===== src/design/mem_port_defines.svh =====
`ifndef MEM_PORT_DEFINES_SVH
`define MEM_PORT_DEFINES_SVH

// ****************************************
// Register offsets
// ****************************************
`define OFF_PROG_BANK1_BOUNDARY 8'h00
`define OFF_DATA_BANK1_BOUNDARY 8'h04
`define OFF_DATA_BANK2_BOUNDARY 8'h08
`define OFF_DATA_BANK3_BOUNDARY 8'h0C
`define OFF_PROG_WAIT_CONTROL 8'h10
`define OFF_DATA_WAIT_CONTROL 8'h14
`define OFF_PORT_STATUS 8'h18

// ****************************************
// Reset values
// ****************************************
`define RST_PROG_BANK1_BOUNDARY 24'h800000
`define RST_DATA_BANK1_BOUNDARY 32'h20000000
`define RST_DATA_BANK2_BOUNDARY 32'h40000000
`define RST_DATA_BANK3_BOUNDARY 32'h80000000
`define RST_PROG_WAIT_CONTROL 14'h0000
`define RST_DATA_WAIT_CONTROL 24'h000000

// ****************************************
// Field positions and response codes
// ****************************************
`define WAIT_FIELD_STRIDE 5'h05
`define MODE_BIT_REVERSE 1
`define RESP_OKAY 2'h0
`define RESP_SLVERR 2'h2

`endif


===== src/design/mem_port_pkg.sv =====
package mem_port_pkg;

  typedef enum logic [1:0] {
    WAIT_EXTERNAL,
    WAIT_INTERNAL,
    WAIT_BOTH,
    WAIT_EITHER
  } wait_mode_e;

  typedef struct packed {
    logic [2:0] count;
    wait_mode_e mode;
  } wait_field_s;

  typedef enum logic {
    PORT_IDLE,
    PORT_ACCESS
  } port_state_e;

  typedef struct packed {
    logic write;
    logic abort;
    logic index_zero;
    logic [31:0] addr;
    logic [47:0] wdata;
  } mem_req_s;

endpackage


===== src/design/banked_memory_port_waitstates.sv =====
// How it works
// - Read drives address, select, strobe, waits, captures.
// - False-condition read: select only, no strobe.
// - Write strobes with data, then releases and floats.
// - False-condition write: select only, no drive.
// - Float request undrives pins, ignores acknowledge.
// - Float at once; resume access when released.
// - Floated port stalls only accesses on it.
// - Float covers address, data, selects, strobes, page.
// - Program bank 1 from its boundary upward.
// - Data space decodes into four banks.
// - Bit-reverse index-zero accesses use bank 0.
// - Boundary registers load documented reset values.
// - External mode: acknowledge low adds wait.
// - Internal mode: fixed count zero to seven.
// - Both mode: count expired and acknowledge high.
// - Either mode: first of acknowledge or count.
// - Two-bit mode code selects per-bank method.
// - Program wait fields per bank layout.
// - Data wait fields per bank layout.
// - Data address holds until next change.
//
// Implementation choices: register access over AXI4-Lite and the address map.
`timescale 1ns/1ps
`default_nettype none
`include "mem_port_defines.svh"
module banked_memory_port_waitstates (
  input wire logic aclk,
  input wire logic aresetn,
  input wire logic [7:0] awaddr,
  input wire logic awvalid,
  output logic awready,
  input wire logic [31:0] wdata,
  input wire logic [3:0] wstrb,
  input wire logic wvalid,
  output logic wready,
  output logic [1:0] bresp,
  output logic bvalid,
  input wire logic bready,
  input wire logic [7:0] araddr,
  input wire logic arvalid,
  output logic arready,
  output logic [31:0] rdata,
  output logic [1:0] rresp,
  output logic rvalid,
  input wire logic rready,
  input wire mem_port_pkg::mem_req_s prog_req,
  input wire logic prog_req_valid,
  output logic prog_done,
  output logic [47:0] prog_rdata,
  input wire mem_port_pkg::mem_req_s data_req,
  input wire logic data_req_valid,
  output logic data_done,
  output logic [39:0] data_rdata,
  input wire logic [31:0] core_mode_word,
  input wire logic bit_reverse_instr,
  input wire logic [31:0] bit_reverse_addr,
  output logic [23:0] prog_addr_out,
  output logic [1:0] prog_bank_select_n,
  output logic prog_read_strobe_n,
  output logic prog_write_strobe_n,
  input wire logic [47:0] prog_data_in,
  output logic [47:0] prog_data_out,
  output logic prog_data_oe,
  output logic prog_pins_oe,
  output logic prog_page_cross,
  input wire logic prog_acknowledge,
  input wire logic prog_float_request_n,
  output logic [31:0] data_addr_out,
  output logic [3:0] data_bank_select_n,
  output logic data_read_strobe_n,
  output logic data_write_strobe_n,
  input wire logic [39:0] data_data_in,
  output logic [39:0] data_data_out,
  output logic data_data_oe,
  output logic data_pins_oe,
  output logic data_page_cross,
  input wire logic data_acknowledge,
  input wire logic data_float_request_n
);

  // ****************************************
  // Functions
  // ****************************************
  function automatic mem_port_pkg::wait_field_s wait_field(
    input logic [23:0] ctl, input logic [1:0] bank);
    logic [23:0] s;
    s = ctl >> (5'(bank) * `WAIT_FIELD_STRIDE);
    return mem_port_pkg::wait_field_s'(s[4:0]);
  endfunction

  function automatic logic wait_done(input mem_port_pkg::wait_mode_e m,
    input logic expired, input logic ack);
    logic r;
    r = ack;
    case (m)
      mem_port_pkg::WAIT_EXTERNAL: r = ack;
      mem_port_pkg::WAIT_INTERNAL: r = expired;
      mem_port_pkg::WAIT_BOTH: r = expired & ack;
      mem_port_pkg::WAIT_EITHER: r = expired | ack;
      default: r = ack;
    endcase
    return r;
  endfunction

  function automatic logic reg_mapped(input logic [7:0] a);
    return a == `OFF_PROG_BANK1_BOUNDARY || a == `OFF_DATA_BANK1_BOUNDARY ||
      a == `OFF_DATA_BANK2_BOUNDARY || a == `OFF_DATA_BANK3_BOUNDARY ||
      a == `OFF_PROG_WAIT_CONTROL || a == `OFF_DATA_WAIT_CONTROL ||
      a == `OFF_PORT_STATUS;
  endfunction

  function automatic logic [31:0] merge(input logic [31:0] old,
    input logic [31:0] val, input logic [3:0] strb);
    logic [31:0] r;
    r = old;
    for (int i = 0; i < 4; i++) begin
      if (strb[i]) begin
        r[i*8 +: 8] = val[i*8 +: 8];
      end
    end
    return r;
  endfunction

  // ****************************************
  // Register bus
  // ****************************************
  logic aw_got_q, w_got_q;
  logic [7:0] awaddr_q;
  logic [31:0] wdata_q;
  logic [3:0] wstrb_q;
  logic reg_we;
  logic [23:0] prog_b1_q;
  logic [31:0] data_b1_q, data_b2_q, data_b3_q;
  logic [13:0] prog_wait_q;
  logic [23:0] data_wait_q;
  logic [31:0] status;
  logic [31:0] rd_val;

  assign reg_we = aw_got_q & w_got_q & ~bvalid;

  always_ff @(posedge aclk) begin
    if (!aresetn) begin
      aw_got_q <= 1'b0;
      w_got_q <= 1'b0;
      awaddr_q <= 8'h00;
      wdata_q <= 32'h00000000;
      wstrb_q <= 4'h0;
      awready <= 1'b1;
      wready <= 1'b1;
      bvalid <= 1'b0;
      bresp <= `RESP_OKAY;
    end else begin
      if (awvalid && awready) begin
        aw_got_q <= 1'b1;
        awaddr_q <= awaddr;
        awready <= 1'b0;
      end
      if (wvalid && wready) begin
        w_got_q <= 1'b1;
        wdata_q <= wdata;
        wstrb_q <= wstrb;
        wready <= 1'b0;
      end
      if (reg_we) begin
        aw_got_q <= 1'b0;
        w_got_q <= 1'b0;
        bvalid <= 1'b1;
        bresp <= reg_mapped(awaddr_q) ? `RESP_OKAY : `RESP_SLVERR;
      end
      if (bvalid && bready) begin
        bvalid <= 1'b0;
        awready <= 1'b1;
        wready <= 1'b1;
      end
    end
  end

  // Boundary and wait registers
  always_ff @(posedge aclk) begin
    if (!aresetn) begin
      prog_b1_q <= `RST_PROG_BANK1_BOUNDARY;
      data_b1_q <= `RST_DATA_BANK1_BOUNDARY;
      data_b2_q <= `RST_DATA_BANK2_BOUNDARY;
      data_b3_q <= `RST_DATA_BANK3_BOUNDARY;
      prog_wait_q <= `RST_PROG_WAIT_CONTROL;
      data_wait_q <= `RST_DATA_WAIT_CONTROL;
    end else if (reg_we) begin
      case (awaddr_q)
        `OFF_PROG_BANK1_BOUNDARY:
          prog_b1_q <= 24'(merge({8'h00, prog_b1_q}, wdata_q, wstrb_q));
        `OFF_DATA_BANK1_BOUNDARY: data_b1_q <= merge(data_b1_q, wdata_q, wstrb_q);
        `OFF_DATA_BANK2_BOUNDARY: data_b2_q <= merge(data_b2_q, wdata_q, wstrb_q);
        `OFF_DATA_BANK3_BOUNDARY: data_b3_q <= merge(data_b3_q, wdata_q, wstrb_q);
        `OFF_PROG_WAIT_CONTROL:
          prog_wait_q <= 14'(merge({18'h00000, prog_wait_q}, wdata_q,
            wstrb_q));
        `OFF_DATA_WAIT_CONTROL:
          data_wait_q <= 24'(merge({8'h00, data_wait_q}, wdata_q, wstrb_q));
        default: ;
      endcase
    end
  end

  always_comb begin
    rd_val = 32'h00000000;
    case (araddr)
      `OFF_PROG_BANK1_BOUNDARY: rd_val = {8'h00, prog_b1_q};
      `OFF_DATA_BANK1_BOUNDARY: rd_val = data_b1_q;
      `OFF_DATA_BANK2_BOUNDARY: rd_val = data_b2_q;
      `OFF_DATA_BANK3_BOUNDARY: rd_val = data_b3_q;
      `OFF_PROG_WAIT_CONTROL: rd_val = {18'h00000, prog_wait_q};
      `OFF_DATA_WAIT_CONTROL: rd_val = {8'h00, data_wait_q};
      `OFF_PORT_STATUS: rd_val = status;
      default: rd_val = 32'h00000000;
    endcase
  end

  always_ff @(posedge aclk) begin
    if (!aresetn) begin
      arready <= 1'b1;
      rvalid <= 1'b0;
      rdata <= 32'h00000000;
      rresp <= `RESP_OKAY;
    end else begin
      if (arvalid && arready) begin
        arready <= 1'b0;
        rvalid <= 1'b1;
        rdata <= rd_val;
        rresp <= reg_mapped(araddr) ? `RESP_OKAY : `RESP_SLVERR;
      end
      if (rvalid && rready) begin
        rvalid <= 1'b0;
        arready <= 1'b1;
      end
    end
  end

  // ****************************************
  // Program port
  // ****************************************
  mem_port_pkg::port_state_e prog_st_q;
  mem_port_pkg::wait_field_s prog_field;
  mem_port_pkg::wait_mode_e prog_mode_q;
  logic [2:0] prog_cnt_q;
  logic prog_wr_q, prog_abort_q, prog_bank_q, prog_bank;
  logic prog_start, prog_finish;

  assign prog_bank = (prog_req.addr[23:0] >= prog_b1_q);
  assign prog_field = wait_field({10'h000, prog_wait_q}, {1'b0, prog_bank});
  assign prog_start = (prog_st_q == mem_port_pkg::PORT_IDLE) &
    prog_req_valid & ~prog_done;
  assign prog_finish = (prog_st_q == mem_port_pkg::PORT_ACCESS) &
    prog_float_request_n &
    wait_done(prog_mode_q, prog_cnt_q == 3'h0, prog_acknowledge);

  always_ff @(posedge aclk) begin
    if (!aresetn) begin
      prog_st_q <= mem_port_pkg::PORT_IDLE;
      prog_mode_q <= mem_port_pkg::WAIT_EXTERNAL;
      prog_cnt_q <= 3'h0;
      prog_wr_q <= 1'b0;
      prog_abort_q <= 1'b0;
      prog_bank_q <= 1'b0;
      prog_addr_out <= 24'h000000;
      prog_bank_select_n <= 2'h3;
      prog_read_strobe_n <= 1'b1;
      prog_write_strobe_n <= 1'b1;
      prog_data_out <= 48'h000000000000;
      prog_data_oe <= 1'b0;
      prog_done <= 1'b0;
      prog_rdata <= 48'h000000000000;
    end else begin
      prog_done <= 1'b0;
      case (prog_st_q)
        mem_port_pkg::PORT_IDLE: begin
          prog_data_oe <= 1'b0;
          if (prog_start) begin
            prog_st_q <= mem_port_pkg::PORT_ACCESS;
            prog_addr_out <= prog_req.addr[23:0];
            prog_bank_q <= prog_bank;
            prog_bank_select_n <= ~(2'h1 << prog_bank);
            prog_cnt_q <= prog_field.count;
            prog_mode_q <= prog_field.mode;
            prog_wr_q <= prog_req.write;
            prog_abort_q <= prog_req.abort;
            prog_read_strobe_n <= prog_req.write | prog_req.abort;
            prog_write_strobe_n <= ~prog_req.write | prog_req.abort;
            prog_data_out <= prog_req.wdata;
            prog_data_oe <= prog_req.write & ~prog_req.abort &
              prog_float_request_n;
          end
        end
        mem_port_pkg::PORT_ACCESS: begin
          if (prog_cnt_q != 3'h0) begin
            prog_cnt_q <= prog_cnt_q - 3'h1;
          end
          prog_data_oe <= prog_wr_q & ~prog_abort_q & prog_float_request_n;
          if (prog_finish) begin
            prog_st_q <= mem_port_pkg::PORT_IDLE;
            prog_read_strobe_n <= 1'b1;
            prog_write_strobe_n <= 1'b1;
            prog_data_oe <= 1'b0;
            prog_done <= 1'b1;
            if (!prog_wr_q && !prog_abort_q) begin
              prog_rdata <= prog_data_in;
            end
          end
        end
        default: prog_st_q <= mem_port_pkg::PORT_IDLE;
      endcase
    end
  end

  // ****************************************
  // Data port
  // ****************************************
  mem_port_pkg::port_state_e data_st_q;
  mem_port_pkg::wait_field_s data_field;
  mem_port_pkg::wait_mode_e data_mode_q;
  logic [2:0] data_cnt_q;
  logic data_wr_q, data_abort_q;
  logic [1:0] data_bank_q, data_bank;
  logic data_start, data_finish;

  always_comb begin
    if (data_req.addr < data_b1_q) begin
      data_bank = 2'h0;
    end else if (data_req.addr < data_b2_q) begin
      data_bank = 2'h1;
    end else if (data_req.addr < data_b3_q) begin
      data_bank = 2'h2;
    end else begin
      data_bank = 2'h3;
    end
    if (core_mode_word[`MODE_BIT_REVERSE] && data_req.index_zero) begin
      data_bank = 2'h0;
    end
  end

  assign data_field = wait_field(data_wait_q, data_bank);
  assign data_start = (data_st_q == mem_port_pkg::PORT_IDLE) &
    data_req_valid & ~data_done;
  assign data_finish = (data_st_q == mem_port_pkg::PORT_ACCESS) &
    data_float_request_n &
    wait_done(data_mode_q, data_cnt_q == 3'h0, data_acknowledge);

  always_ff @(posedge aclk) begin
    if (!aresetn) begin
      data_st_q <= mem_port_pkg::PORT_IDLE;
      data_mode_q <= mem_port_pkg::WAIT_EXTERNAL;
      data_cnt_q <= 3'h0;
      data_wr_q <= 1'b0;
      data_abort_q <= 1'b0;
      data_bank_q <= 2'h0;
      data_addr_out <= 32'h00000000;
      data_bank_select_n <= 4'hF;
      data_read_strobe_n <= 1'b1;
      data_write_strobe_n <= 1'b1;
      data_data_out <= 40'h0000000000;
      data_data_oe <= 1'b0;
      data_done <= 1'b0;
      data_rdata <= 40'h0000000000;
    end else begin
      data_done <= 1'b0;
      case (data_st_q)
        mem_port_pkg::PORT_IDLE: begin
          data_data_oe <= 1'b0;
          if (data_start) begin
            data_st_q <= mem_port_pkg::PORT_ACCESS;
            data_addr_out <= data_req.addr;
            data_bank_q <= data_bank;
            data_bank_select_n <= ~(4'h1 << data_bank);
            data_cnt_q <= data_field.count;
            data_mode_q <= data_field.mode;
            data_wr_q <= data_req.write;
            data_abort_q <= data_req.abort;
            data_read_strobe_n <= data_req.write | data_req.abort;
            data_write_strobe_n <= ~data_req.write | data_req.abort;
            data_data_out <= data_req.wdata[39:0];
            data_data_oe <= data_req.write & ~data_req.abort &
              data_float_request_n;
          end else if (bit_reverse_instr) begin
            data_addr_out <= bit_reverse_addr;
          end
        end
        mem_port_pkg::PORT_ACCESS: begin
          if (data_cnt_q != 3'h0) begin
            data_cnt_q <= data_cnt_q - 3'h1;
          end
          // this port waits only on its own float
          data_data_oe <= data_wr_q & ~data_abort_q & data_float_request_n;
          if (data_finish) begin
            data_st_q <= mem_port_pkg::PORT_IDLE;
            data_read_strobe_n <= 1'b1;
            data_write_strobe_n <= 1'b1;
            data_data_oe <= 1'b0;
            data_done <= 1'b1;
            if (!data_wr_q && !data_abort_q) begin
              data_rdata <= data_data_in;
            end
          end
        end
        default: data_st_q <= mem_port_pkg::PORT_IDLE;
      endcase
    end
  end

  // ****************************************
  // Pin drive and status
  // ****************************************
  always_ff @(posedge aclk) begin
    if (!aresetn) begin
      prog_pins_oe <= 1'b1;
      data_pins_oe <= 1'b1;
      prog_page_cross <= 1'b0;
      data_page_cross <= 1'b0;
    end else begin
      prog_pins_oe <= prog_float_request_n;
      data_pins_oe <= data_float_request_n;
      prog_page_cross <= 1'b0;
      data_page_cross <= 1'b0;
    end
  end

  assign status = {24'h000000, data_bank_q, 1'b0, prog_bank_q,
    ~data_pins_oe, ~prog_pins_oe,
    data_st_q == mem_port_pkg::PORT_ACCESS,
    prog_st_q == mem_port_pkg::PORT_ACCESS};
endmodule
`default_nettype wire


===== config.mk =====
export PLATFORM = sky130hd
export DESIGN_NAME = banked_memory_port_waitstates
export DESIGN_NICKNAME = d
export VERILOG_FILES = /design/src/design/mem_port_pkg.sv /design/src/design/banked_memory_port_waitstates.sv
export VERILOG_INCLUDE_DIRS = /design/src /design/src/design
export SDC_FILE = /design/constraint.sdc
export NUM_CORES = 1
export LEC_CHECK = 0
export BUFFER_PORTS_ARGS = -buffer_cell sky130_fd_sc_hd__buf_2
export CELL_PAD_IN_SITES_DETAIL_PLACEMENT = 0
export CELL_PAD_IN_SITES_GLOBAL_PLACEMENT = 1
export CORE_MARGIN = 8
export CORE_UTILIZATION = 38
export CTS_CLUSTER_SIZE = 24
export DETAILED_ROUTE_END_ITERATION = 10
export GPL_TIMING_DRIVEN = 0
export PLACE_DENSITY_LB_ADDON = 0.08
export SLEW_MARGIN = 20
export SYNTH_ARGS = -nofsm -noshare
export SYNTH_HDL_FRONTEND = slang
export SYNTH_SLANG_ARGS = --single-unit

===== constraint.sdc =====
create_clock -name aclk -period 3.3 [get_ports aclk]
set_clock_uncertainty 0.2 [all_clocks]
set_input_delay 0.165 -clock aclk [delete_from_list [all_inputs] [get_ports aclk]]
set_output_delay 0.165 -clock aclk [all_outputs]
set_load 0.01 [all_outputs]

After elaboration in Yosys (flattened, before gate mapping)
Index checks and enable logic that the tools add are counted.
{"block": "word_totals", "reg_bits": 512, "word_cells": 249}
{"block": "op_classes", "n_reduce_logical": 67, "order_cmp": 4, "n_bitwise": 42, "n_mul": 2, "n_eq_ne": 24, "addsub": 2, "mux": 41, "n_shift": 4}
{"cell": "32-bit case mux with 7 select lines", "count": 1}
{"cell": "32-bit < comparator", "count": 3}
{"cell": "3-bit AND reduction", "count": 22}
{"cell": "32-bit two-way mux", "count": 2}
{"cell": "8-bit by 5-bit == test with 1-bit output, second input constant", "count": 6}
{"cell": "8-bit by 4-bit == test with 1-bit output, second input constant", "count": 4}
{"cell": "24-bit greater-or-equal comparator", "count": 1}
{"cell": "24-bit by 5-bit right shift with 5-bit output", "count": 1}
{"cell": "1-bit AND", "count": 20}
{"cell": "2-bit AND reduction", "count": 9}
{"cell": "1-bit two-way mux", "count": 17}
{"cell": "8-bit by 3-bit == test with 1-bit output, second input constant", "count": 2}
{"cell": "8-bit logical NOT", "count": 2}
{"cell": "1-bit case mux with 2 select lines", "count": 8}
{"cell": "1-bit NOT", "count": 14}
{"cell": "14-bit by 4-bit right shift with 5-bit output", "count": 1}
{"cell": "1-bit logical OR", "count": 12}
{"cell": "3-bit two-way mux", "count": 4}
{"cell": "3-bit case mux with 2 select lines", "count": 2}
{"cell": "2-bit two-way mux", "count": 5}
{"cell": "2-bit == test, second input constant", "count": 4}
{"cell": "1-bit logical AND", "count": 8}
{"cell": "2-bit by 1-bit != test with 1-bit output, second input constant", "count": 4}
{"cell": "1-bit case mux with 4 select lines", "count": 2}
{"cell": "16 further kinds", "count": 32}

Logic depth before layout (Yosys ltp)
Gate-level depths: netlist of run 1.
{"block": "depth", "ltp_word": 9, "ltp_mapped": 11, "depth_no_buf": 10}

Worst setup path before layout of run 1
Ideal clock, no wire load.
{"block": "synth_timing", "path_type": "flip-flop to flip-flop", "from": "reg data_b2_q[19]", "to": "reg data_cnt_q[2]", "arrival_time_ns": 2.257, "path_stages_with_launch": 12, "path_buffers": 1, "synth_period_minus_slack_ns": 2.573, "setup_time_ns": 0.116, "setup_slack_ns": 0.727, "required_time_ns": 2.984, "cell_sequence": "dfxtp_1 inv_1 ha_1 a21oi_1 o21ai_0 a221o_1 a2111oi_0 a21bo_2 buf_6 o21ai_0 a21oi_1 o211a_1"}
{"block": "synth_via", "elab_chain_cells": 8}
{"item": "start: declaration", "line_no": "banked_memory_port_waitstates.sv:134", "rtl": "logic [31:0] data_b1_q, data_b2_q, data_b3_q;"}
{"item": "start signal: assignment", "line_no": "banked_memory_port_waitstates.sv:184", "rtl": "data_b2_q <= `RST_DATA_BANK2_BOUNDARY;"}
{"item": "start signal: assignment", "line_no": "banked_memory_port_waitstates.sv:193", "rtl": "`OFF_DATA_BANK2_BOUNDARY: data_b2_q <= merge(data_b2_q, wdata_q, wstrb_q);"}
{"item": "32-bit < comparator", "line_no": "banked_memory_port_waitstates.sv:329", "rtl": "end else if (data_req.addr < data_b2_q) begin"}
{"item": "2-bit two-way mux", "line_no": "banked_memory_port_waitstates.sv:329"}
{"item": "2-bit two-way mux", "line_no": "banked_memory_port_waitstates.sv:327", "rtl": "if (data_req.addr < data_b1_q) begin"}
{"item": "2-bit two-way mux", "line_no": "banked_memory_port_waitstates.sv:336", "rtl": "if (core_mode_word[`MODE_BIT_REVERSE] && data_req.index_zero) begin"}
{"item": "2-bit by 3-bit multiplier with 5-bit output (no line)"}
{"item": "24-bit by 5-bit right shift with 5-bit output", "line_no": "banked_memory_port_waitstates.sv:88", "rtl": "s = ctl >> (5'(bank) * `WAIT_FIELD_STRIDE);"}
{"item": "3-bit two-way mux", "line_no": "banked_memory_port_waitstates.sv:369", "rtl": "if (data_start) begin"}
{"item": "3-bit case mux with 2 select lines", "line_no": "banked_memory_port_waitstates.sv:366", "rtl": "case (data_st_q)"}
{"item": "end signal: assignment", "line_no": "banked_memory_port_waitstates.sv:374", "rtl": "data_cnt_q <= data_field.count;"}
{"item": "end signal: assignment", "line_no": "banked_memory_port_waitstates.sv:389", "rtl": "data_cnt_q <= data_cnt_q - 3'h1;"}
{"item": "end: declaration", "line_no": "banked_memory_port_waitstates.sv:321", "rtl": "logic [2:0] data_cnt_q;"}
No other way between the ends. The select of a mux whose other input is x is not followed.
A chain may end at the register's enable or synchronous reset.

Final worst setup path of run 1
{"block": "layout_timing", "from": "reg data_b1_q[15]", "to": "reg data_cnt_q[1]"}
{"block": "layout_via", "elab_chain_cells": 7}
{"item": "start: declaration", "line_no": "banked_memory_port_waitstates.sv:134"}
{"item": "start signal: assignment", "line_no": "banked_memory_port_waitstates.sv:183", "rtl": "data_b1_q <= `RST_DATA_BANK1_BOUNDARY;"}
{"item": "start signal: assignment", "line_no": "banked_memory_port_waitstates.sv:192", "rtl": "`OFF_DATA_BANK1_BOUNDARY: data_b1_q <= merge(data_b1_q, wdata_q, wstrb_q);"}
{"item": "32-bit < comparator", "line_no": "banked_memory_port_waitstates.sv:327"}
{"item": "2-bit two-way mux", "line_no": "banked_memory_port_waitstates.sv:327"}
{"item": "2-bit two-way mux", "line_no": "banked_memory_port_waitstates.sv:336"}
{"item": "2-bit by 3-bit multiplier with 5-bit output (no line)"}
{"item": "24-bit by 5-bit right shift with 5-bit output", "line_no": "banked_memory_port_waitstates.sv:88"}
{"item": "3-bit two-way mux", "line_no": "banked_memory_port_waitstates.sv:369"}
{"item": "3-bit case mux with 2 select lines", "line_no": "banked_memory_port_waitstates.sv:366"}
No other way between the ends. The select of a mux whose other input is x is not followed.

==> results of run 1 <==
-- kinds of logic after synthesis --
family,Yosys count,share of synthesized area
AO/OA/AOI/OAI,623,0.1858
XOR/XNOR,1,0.0003698
adder cells (fa/ha/maj),121,0.06390
buffers and inverters,300,0.04933
flip-flops,510,0.4309
multiplexers,148,0.06850
other,1,0.0001583
AND/OR/NAND/NOR,1092,0.2010
-- synthesized netlist by cell type (6+ instances only) --
master	number	area share
a21boi_1	13	0.0041
o21a_1	10	0.0032
buf_1	16	0.0025
or2_2	6	0.0016
ha_1	121	0.064
nand4_1	14	0.0037
mux2i_1	134	0.057
a221oi_1	6	0.0022
nor2b_1	101	0.027
nor3_1	7	0.0015
a22oi_1	25	0.0079
and2_1	20	0.0053
mux4_2	11	0.010
nand3_1	55	0.012
buf_2	7	0.0015
inv_1	128	0.020
nand2_1	778	0.12
dfxtp_1	510	0.43
o211a_1	33	0.014
a21o_1	12	0.0038
nor2_1	47	0.0074
a21boi_0	317	0.10
clkbuf_1	142	0.022
and3_1	9	0.0024
nand2b_1	16	0.0042
o21ai_0	66	0.014
a211oi_1	7	0.0022
a21oi_1	91	0.019
-- per-stage QoR --
step / TNS [ns] / area, µm² / util / worst slack (ns)
4_1_cts: 0 / 33470 / 0.5424 / 0.002899
6_report: 0 / 33580 / 0.5442 / 0.1185
5_1_grt: -0.001136 / 33570 / 0.5441 / -0.001136
2_1_floorplan: 0 / 23700 / - / 0.7272
3_3_place_gp: -1.058 / 27860 / 0.4514 / -0.4403
3_5_place_dp: -1.056 / 27870 / 0.4516 / -0.4454
-- per-layer routing --
metal,wire length (µm),global-route usage,share of wire,vias up
li1,-,-,-,11490
met1,42080,0.3330,0.42,11330
met2,47420,0.4603,0.47,729
met3,7282,0.07603,0.072,212
met4,4028,0.1026,0.040,6
met5,36,0,0.00036,-
-- how the worst max path moves through the flow --
stage,endpoint,slack (ns),cells past startpoint
after detailed placement,data_cnt_q[1],-0.45,11
after global placement,data_cnt_q[1],-0.44,11
final,data_cnt_q[1],0.12,11
after floorplan,data_cnt_q[2],0.73,11
after CTS,data_cnt_q[1],0.003,11
after global routing,data_mode_q[1],-0.001,11
-- power groups by stage --
stage / clock network, mW / registers (mW) / logic [mW]
floorplan: 0 / 6.74 / 0.866
global placement: 0 / 6.68 / 1.78
detailed placement: 0 / 6.69 / 1.82
CTS: 7.03 / 6.56 / 2.18
global route: 7.29 / 6.59 / 2.39
finish: 6.89 / 6.56 / 2.19
-- final cells by class --
type / instances / share of cell area
antenna: 4 / 0.0002981
buffer: 172 / 0.02072
clock buffer: 90 / 0.05309
clock inverter: 16 / 0.007489
inverter: 128 / 0.01431
multi-input combinational: 1989 / 0.3703
sequential: 510 / 0.3041
tap: 837 / 0.03118
timing repair buffer: 976 / 0.1985
-- worst max-delay path, cell delays in order (launching register included) --
cell      delay [ns]
dfxtp_1         0.37
inv_1           0.07
ha_1            0.29
nand4_1         0.20
or4_4           0.60
o32ai_4         0.31
o21ai_2         0.11
nand3_4         0.17
buf_8           0.14
nand2_2         0.13
a311oi_4        0.38
o21a_1          0.15
-- timing repair --
item	CTS	global route
gates cloned	0	1
hold endpoints to repair	316	0
pin swaps	3	6
endpoints found under the setup margin	5	17
resized for setup	10	13
hold buffers	349	0
setup buffers	2	2
-- flip-flops by register name, indices dropped and copies added, names as in the netlist, 3 cells and up --
| register | cells |
|---|---|
| prog_data_out | 48 |
| prog_rdata | 48 |
| data_data_out | 40 |
| data_rdata | 40 |
| data_addr_out | 32 |
| data_b1_q | 32 |
| data_b2_q | 32 |
| data_b3_q | 32 |
| rdata | 32 |
| wdata_q | 32 |
| data_wait_q | 24 |
| prog_addr_out | 24 |
| prog_b1_q | 24 |
| prog_wait_q | 14 |
| awaddr_q | 8 |
| data_bank_select_n | 4 |
| wstrb_q | 4 |
| data_cnt_q | 3 |
| prog_cnt_q | 3 |
-- layout by cell type (no fill, tap or decap), drive strengths merged, types with 58 or more instances in the layout --
master       count
mux2i          134
buf            655
a21boi         330
dfxtp          510
a21oi           91
clkbuf         234
inv            130
ha             121
o21ai           68
dlygate4sd3    349
nand3           58
nor2b          101
nand2          781
==> run metrics, run 1 <==
run status=completed; Netlist Area Pre-Place=0.02369 mm²; setup violators final=0; total wire length=100800 µm; combinational power share=0.140; Global Route Usage Sum=0.2741; Int Pwr=11.54 mW; die area=0.07059 mm²; Detailed Place HPWL=78950 µm; DRC Markers=0; reg2reg path depth=11; multi-input logic area=0.01244 mm²; Post-DRT Antenna Nets=0; R2R Path End=data_cnt_q[1]; post-route clock period utilization=0.9641; die height=265.7 µm; layout cells sized above 1=0.2028; Critical Path Start=data_b1_q[15]; Post-synth top flop=dfxtp_1; Worst VDD drop=0.4099 mV; Sw Ratio=0.2618; FF-to-FF setup slack=0.12 ns; power per cell area=465.6 mW/mm²; Initial DRC Count=1423; largest net degree at the start of global routing=16; FF+latch count, synth=510; Worst Path Arrival=3.54 ns; wire per inst=21.36 µm; DP Cell Count=4258; LEAKAGE=14.33 nW; FP Rows=91; Clock H-tree levels=2; CTS root buffer=clkbuf_16; FF-to-FF Start=data_b1_q[15]; path type of the worst min-delay path=in2reg; fmax=314.3 MHz; Max Cap Viol=0; router iterations before antenna repair=6; Final Max Slew Viols=0; drt via density=5.034; RSZ-0062 raised after global routing=true; WS Path Type=reg2reg; worst path required time=3.66 ns; Hold WS=0.1319 ns; total grt overflow=0; initial antenna violation count=6; global-route wire length before repair=149400 µm; vias in the first global route=24590; clk_lat worst skew=0.63 ns; Die W=265.7 µm; core area=0.06171 mm²; CTS Buf Count=58; Clock Sinks=510; CTS tree=built; Hold Fails Final Rpt=0; Worst Setup Start Kind=register; gate count of the mapped netlist=2796; # IOs=675; clock network power share=0.440; Post-synth EDFFs=0; via count=23770; hold depth=4; Filler Cells Inserted=5894; Crit Path Max Fanout=5; Seq/Total Area, Yosys=0.4309; Hold Path Origin=prog_req[34]; final net count=4340; Avg Synthesized Cell Area=8.473 µm²; Pwr Total=15.64 mW; hold-critical path endpoint=prog_data_out[34]; slew margin rel.=0.2296; Slew @ Worst Pin=1.156 ns; Synth Warn #=0; Crit. End Element=register; GPL Wtd Cong=0.8833; Final min period=3.181 ns; Area Growth Syn to Fin=41.75%; Sequential Power Share=0.420; asr flop ratio synth=0; Sequential cell area=0.01021 mm²; Clock Pin Slew Worst Setup and Hold Paths=0.06 ns; effective utilization at floorplan=0.3839; Finished Layout Cells=4722; total net switching power=4.094 mW; Netlist cell types=64; clock tree buffer depth=3; PortBufs=621
Power figures use the tool's default switching activity.
==> run 2, diff against run 1 <==
--- a/config.mk
+++ b/config.mk
@@ -6,15 +6,16 @@
 export SDC_FILE = /design/constraint.sdc
 export NUM_CORES = 1
 export LEC_CHECK = 0
-export BUFFER_PORTS_ARGS = -buffer_cell sky130_fd_sc_hd__buf_2
 export CELL_PAD_IN_SITES_DETAIL_PLACEMENT = 0
 export CELL_PAD_IN_SITES_GLOBAL_PLACEMENT = 1
-export CORE_MARGIN = 8
-export CORE_UTILIZATION = 38
+export CORE_AREA = 8 8 253 255
 export CTS_CLUSTER_SIZE = 24
 export DETAILED_ROUTE_END_ITERATION = 10
+export DIE_AREA = 0 0 261 263
+export DONT_BUFFER_PORTS = 1
 export GPL_TIMING_DRIVEN = 0
 export PLACE_DENSITY_LB_ADDON = 0.08
+export SETUP_SLACK_MARGIN = 0.3
 export SLEW_MARGIN = 20
 export SYNTH_ARGS = -nofsm -noshare
 export SYNTH_HDL_FRONTEND = slang
==> run metrics, run 2 (synthesis results as in run 1) <==
Worst Path Arrival=3.47 ns (-0.07 ns); Crit. End Element=register; Critical Path Max Stage Delay=0.59 ns (about the same); fmax=323.9 MHz (+3.1%); clock tree buffer depth=3 (unchanged); # IOs=675 (unchanged); Post-DRT Antenna Nets=0 (unchanged); FP Rows=90 (-1.1%); WS Path Type=reg2reg; total wire length=98500 µm (-2.3%); Final Max Slew Viols=0 (unchanged); Global Route Usage Sum=0.2728 (-0.001357); setup tns final=0 ns (unchanged); power per cell area=498.3 mW/mm² (+7.0%); Top Usage Layer GRT=met2; layout cells sized above 1=0.07352 (-0.1293); Final Util=0.5162 (-0.02793); met2 Use GR=0.4671 (+0.006805); Clock Sinks=510 (unchanged); wire per inst=24.21 µm (+13%); Detailed Place HPWL=76060 µm (-3.7%); leading cell types in the layout, fill and taps excluded=777 x nand2_1, 488 x dfxtp_1, 353 x dlygate4sd3_1; worst path required time=3.68 ns (+0.02 ns); PortBufs=0 (-100%); top flop regs=prog_data_out x48, prog_rdata x48; DP Cell Count=3582 (-16%); setup violators final=0 (unchanged); Clock H-tree levels=2 (unchanged); vias in the first global route=21960 (-11%); post-route clock period utilization=0.9355 (-0.02863); Design Area, Final=0.03093 mm² (-7.9%); CTS Buf Count=59 (+1.7%); setup slack after layout=0.2130 ns (+0.09447 ns); GRT met3 Usage=0.05683 (-0.01920); via count=21630 (-9.0%); die area=0.06864 mm² (-2.8%); DRC Markers=0 (unchanged); dpl ws=-0.5458 ns (-0.1004 ns); Worst path slowest cell=or4_4; RSZ-0062 raised after global routing=true; crit-path cells=inv_2, ha_4, nand4_1, or4_4, o32ai_4, o21ai_2, nand3_4, buf_8, nand2_8, a311oi_4, o21a_1; global-route wire length before repair=142100 µm (-4.9%); total grt overflow=0 (unchanged); Final min period=3.087 ns (-0.09447 ns); Worst Setup Start Kind=register; GPL Wtd Cong=0.9075 (+2.7%); drt via density=5.316 (+5.6%); largest net degree at the start of global routing=17 (+1); Placed Area=0.02470 mm² (-11%); clk_lat worst skew=0.64 ns (about the same); Max Cap Viol=0 (unchanged); Crit Path Max Fanout=4 (-1); Die W=261 µm (-1.8%); CTS tree=built; router iterations before antenna repair=6 (unchanged); CTS root buffer=clkbuf_16; slew margin rel.=0.1615 (-0.06805); LEAKAGE=11.71 nW (-18%); met1 Use GR=0.3475 (+0.01447); run status=completed; core area=0.05991 mm² (-2.9%); path type of the worst min-delay path=in2reg; initial antenna violation count=8 (+2); final net count=3739 (-14%); Hold Fails Final Rpt=0 (unchanged); most common cell after layout, fill and taps aside=nand2_1; Area Growth Syn to Fin=30.54%; die height=263 µm (-1.0%); Finished Layout Cells=4069 (-14%); Worst VDD drop=0.3752 mV (-8.5%); Slew @ Worst Pin=1.258 ns (+0.1021 ns); Clock Pin Slew Worst Setup and Hold Paths=0.06 ns (about the same); effective utilization at floorplan=0.3955 (+0.01156); Initial DRC Count=1520 (+6.8%)
[run 2: changes by cell type in the layout (fill, tap and decap cells not counted), sizes merged]
| cell | delta |
|---|---|
| dlygate4sd3 | +4 |
| clkbuf | -3 |
| buf | -605 |
| inv | -1 |
| bufinv | +1 |
| clkinv | +2 |
| diode | +5 |
| clkinvlp | -1 |
[run 2: layout make-up]
cell class | count | area [µm²]
well taps | 782 | 978.4
flip-flops and latches | 510 | 10240
repair buffers | 374 | 3752
plain buffers | 172 | 715.7
inverters | 128 | 483.0
clock inverters | 17 | 304.0
fillers | 5706 | 28980
diodes | 9 | 22.52
clock buffers | 88 | 1775
multi-input cells | 1989 | 12650
[run 2: final timing paths]
check | start | end | slack, ns | cells past startpoint
setup / recovery | data_b1_q[9] | data_cnt_q[1] | 0.21 | 11
hold / removal | data_req[80] | data_bank_select_n[0] | 0.008 | 6
setup reg to reg | data_b1_q[9] | data_cnt_q[1] | 0.21 | 11
hold reg to reg | data_b2_q[31] | data_b2_q[31] | 0.25 | 2
[run 2: metal layers]
metal | share of wire | vias to the layer above | wire length [µm]
li1 | - | 10300 | -
met1 | 0.43 | 10460 | 41980
met2 | 0.48 | 742 | 47350
met3 | 0.069 | 132 | 6826
met4 | 0.024 | 2 | 2334
met5 | 0.000091 | - | 9
[run 2: timing repair]
action / in CTS / in global routing
gates resized for setup: 25 / 85
cloned: 0 / 1
endpoints found under the setup margin: 61 / 77
buffers inserted: 7 / 12
pin swaps: 9 / 24
hold buffers: 353 / 0
endpoints found under the hold margin: 314 / 0
[run 2: power by group]
part,internal [mW],switching [mW],total [mW]
registers,6.39,0.332,6.72
clock network,4.25,2.73,6.98
logic,0.780,0.928,1.71
total,11.4,3.99,15.4
[run 2: worst max-delay path, delay by kind of cell (launching register included)]
family,cells,cell delay [ns]
AOI/OAI and AO/OA,4,1.03
buffers and inverters,2,0.19
DFF,1,0.36
and+or+nand+nor,4,0.98
adders and majority gates,1,0.26
[run 2: stage by stage]
stage | power (mW) | hold WS (ns)
2_1_floorplan | 7.603 | 0.06535
3_3_place_gp | 8.061 | 0.06961
3_5_place_dp | 8.106 | 0.07205
4_1_cts | 15.47 | 0.00002942
5_1_grt | 15.97 | 0.01567
6_report | 15.41 | 0.008416
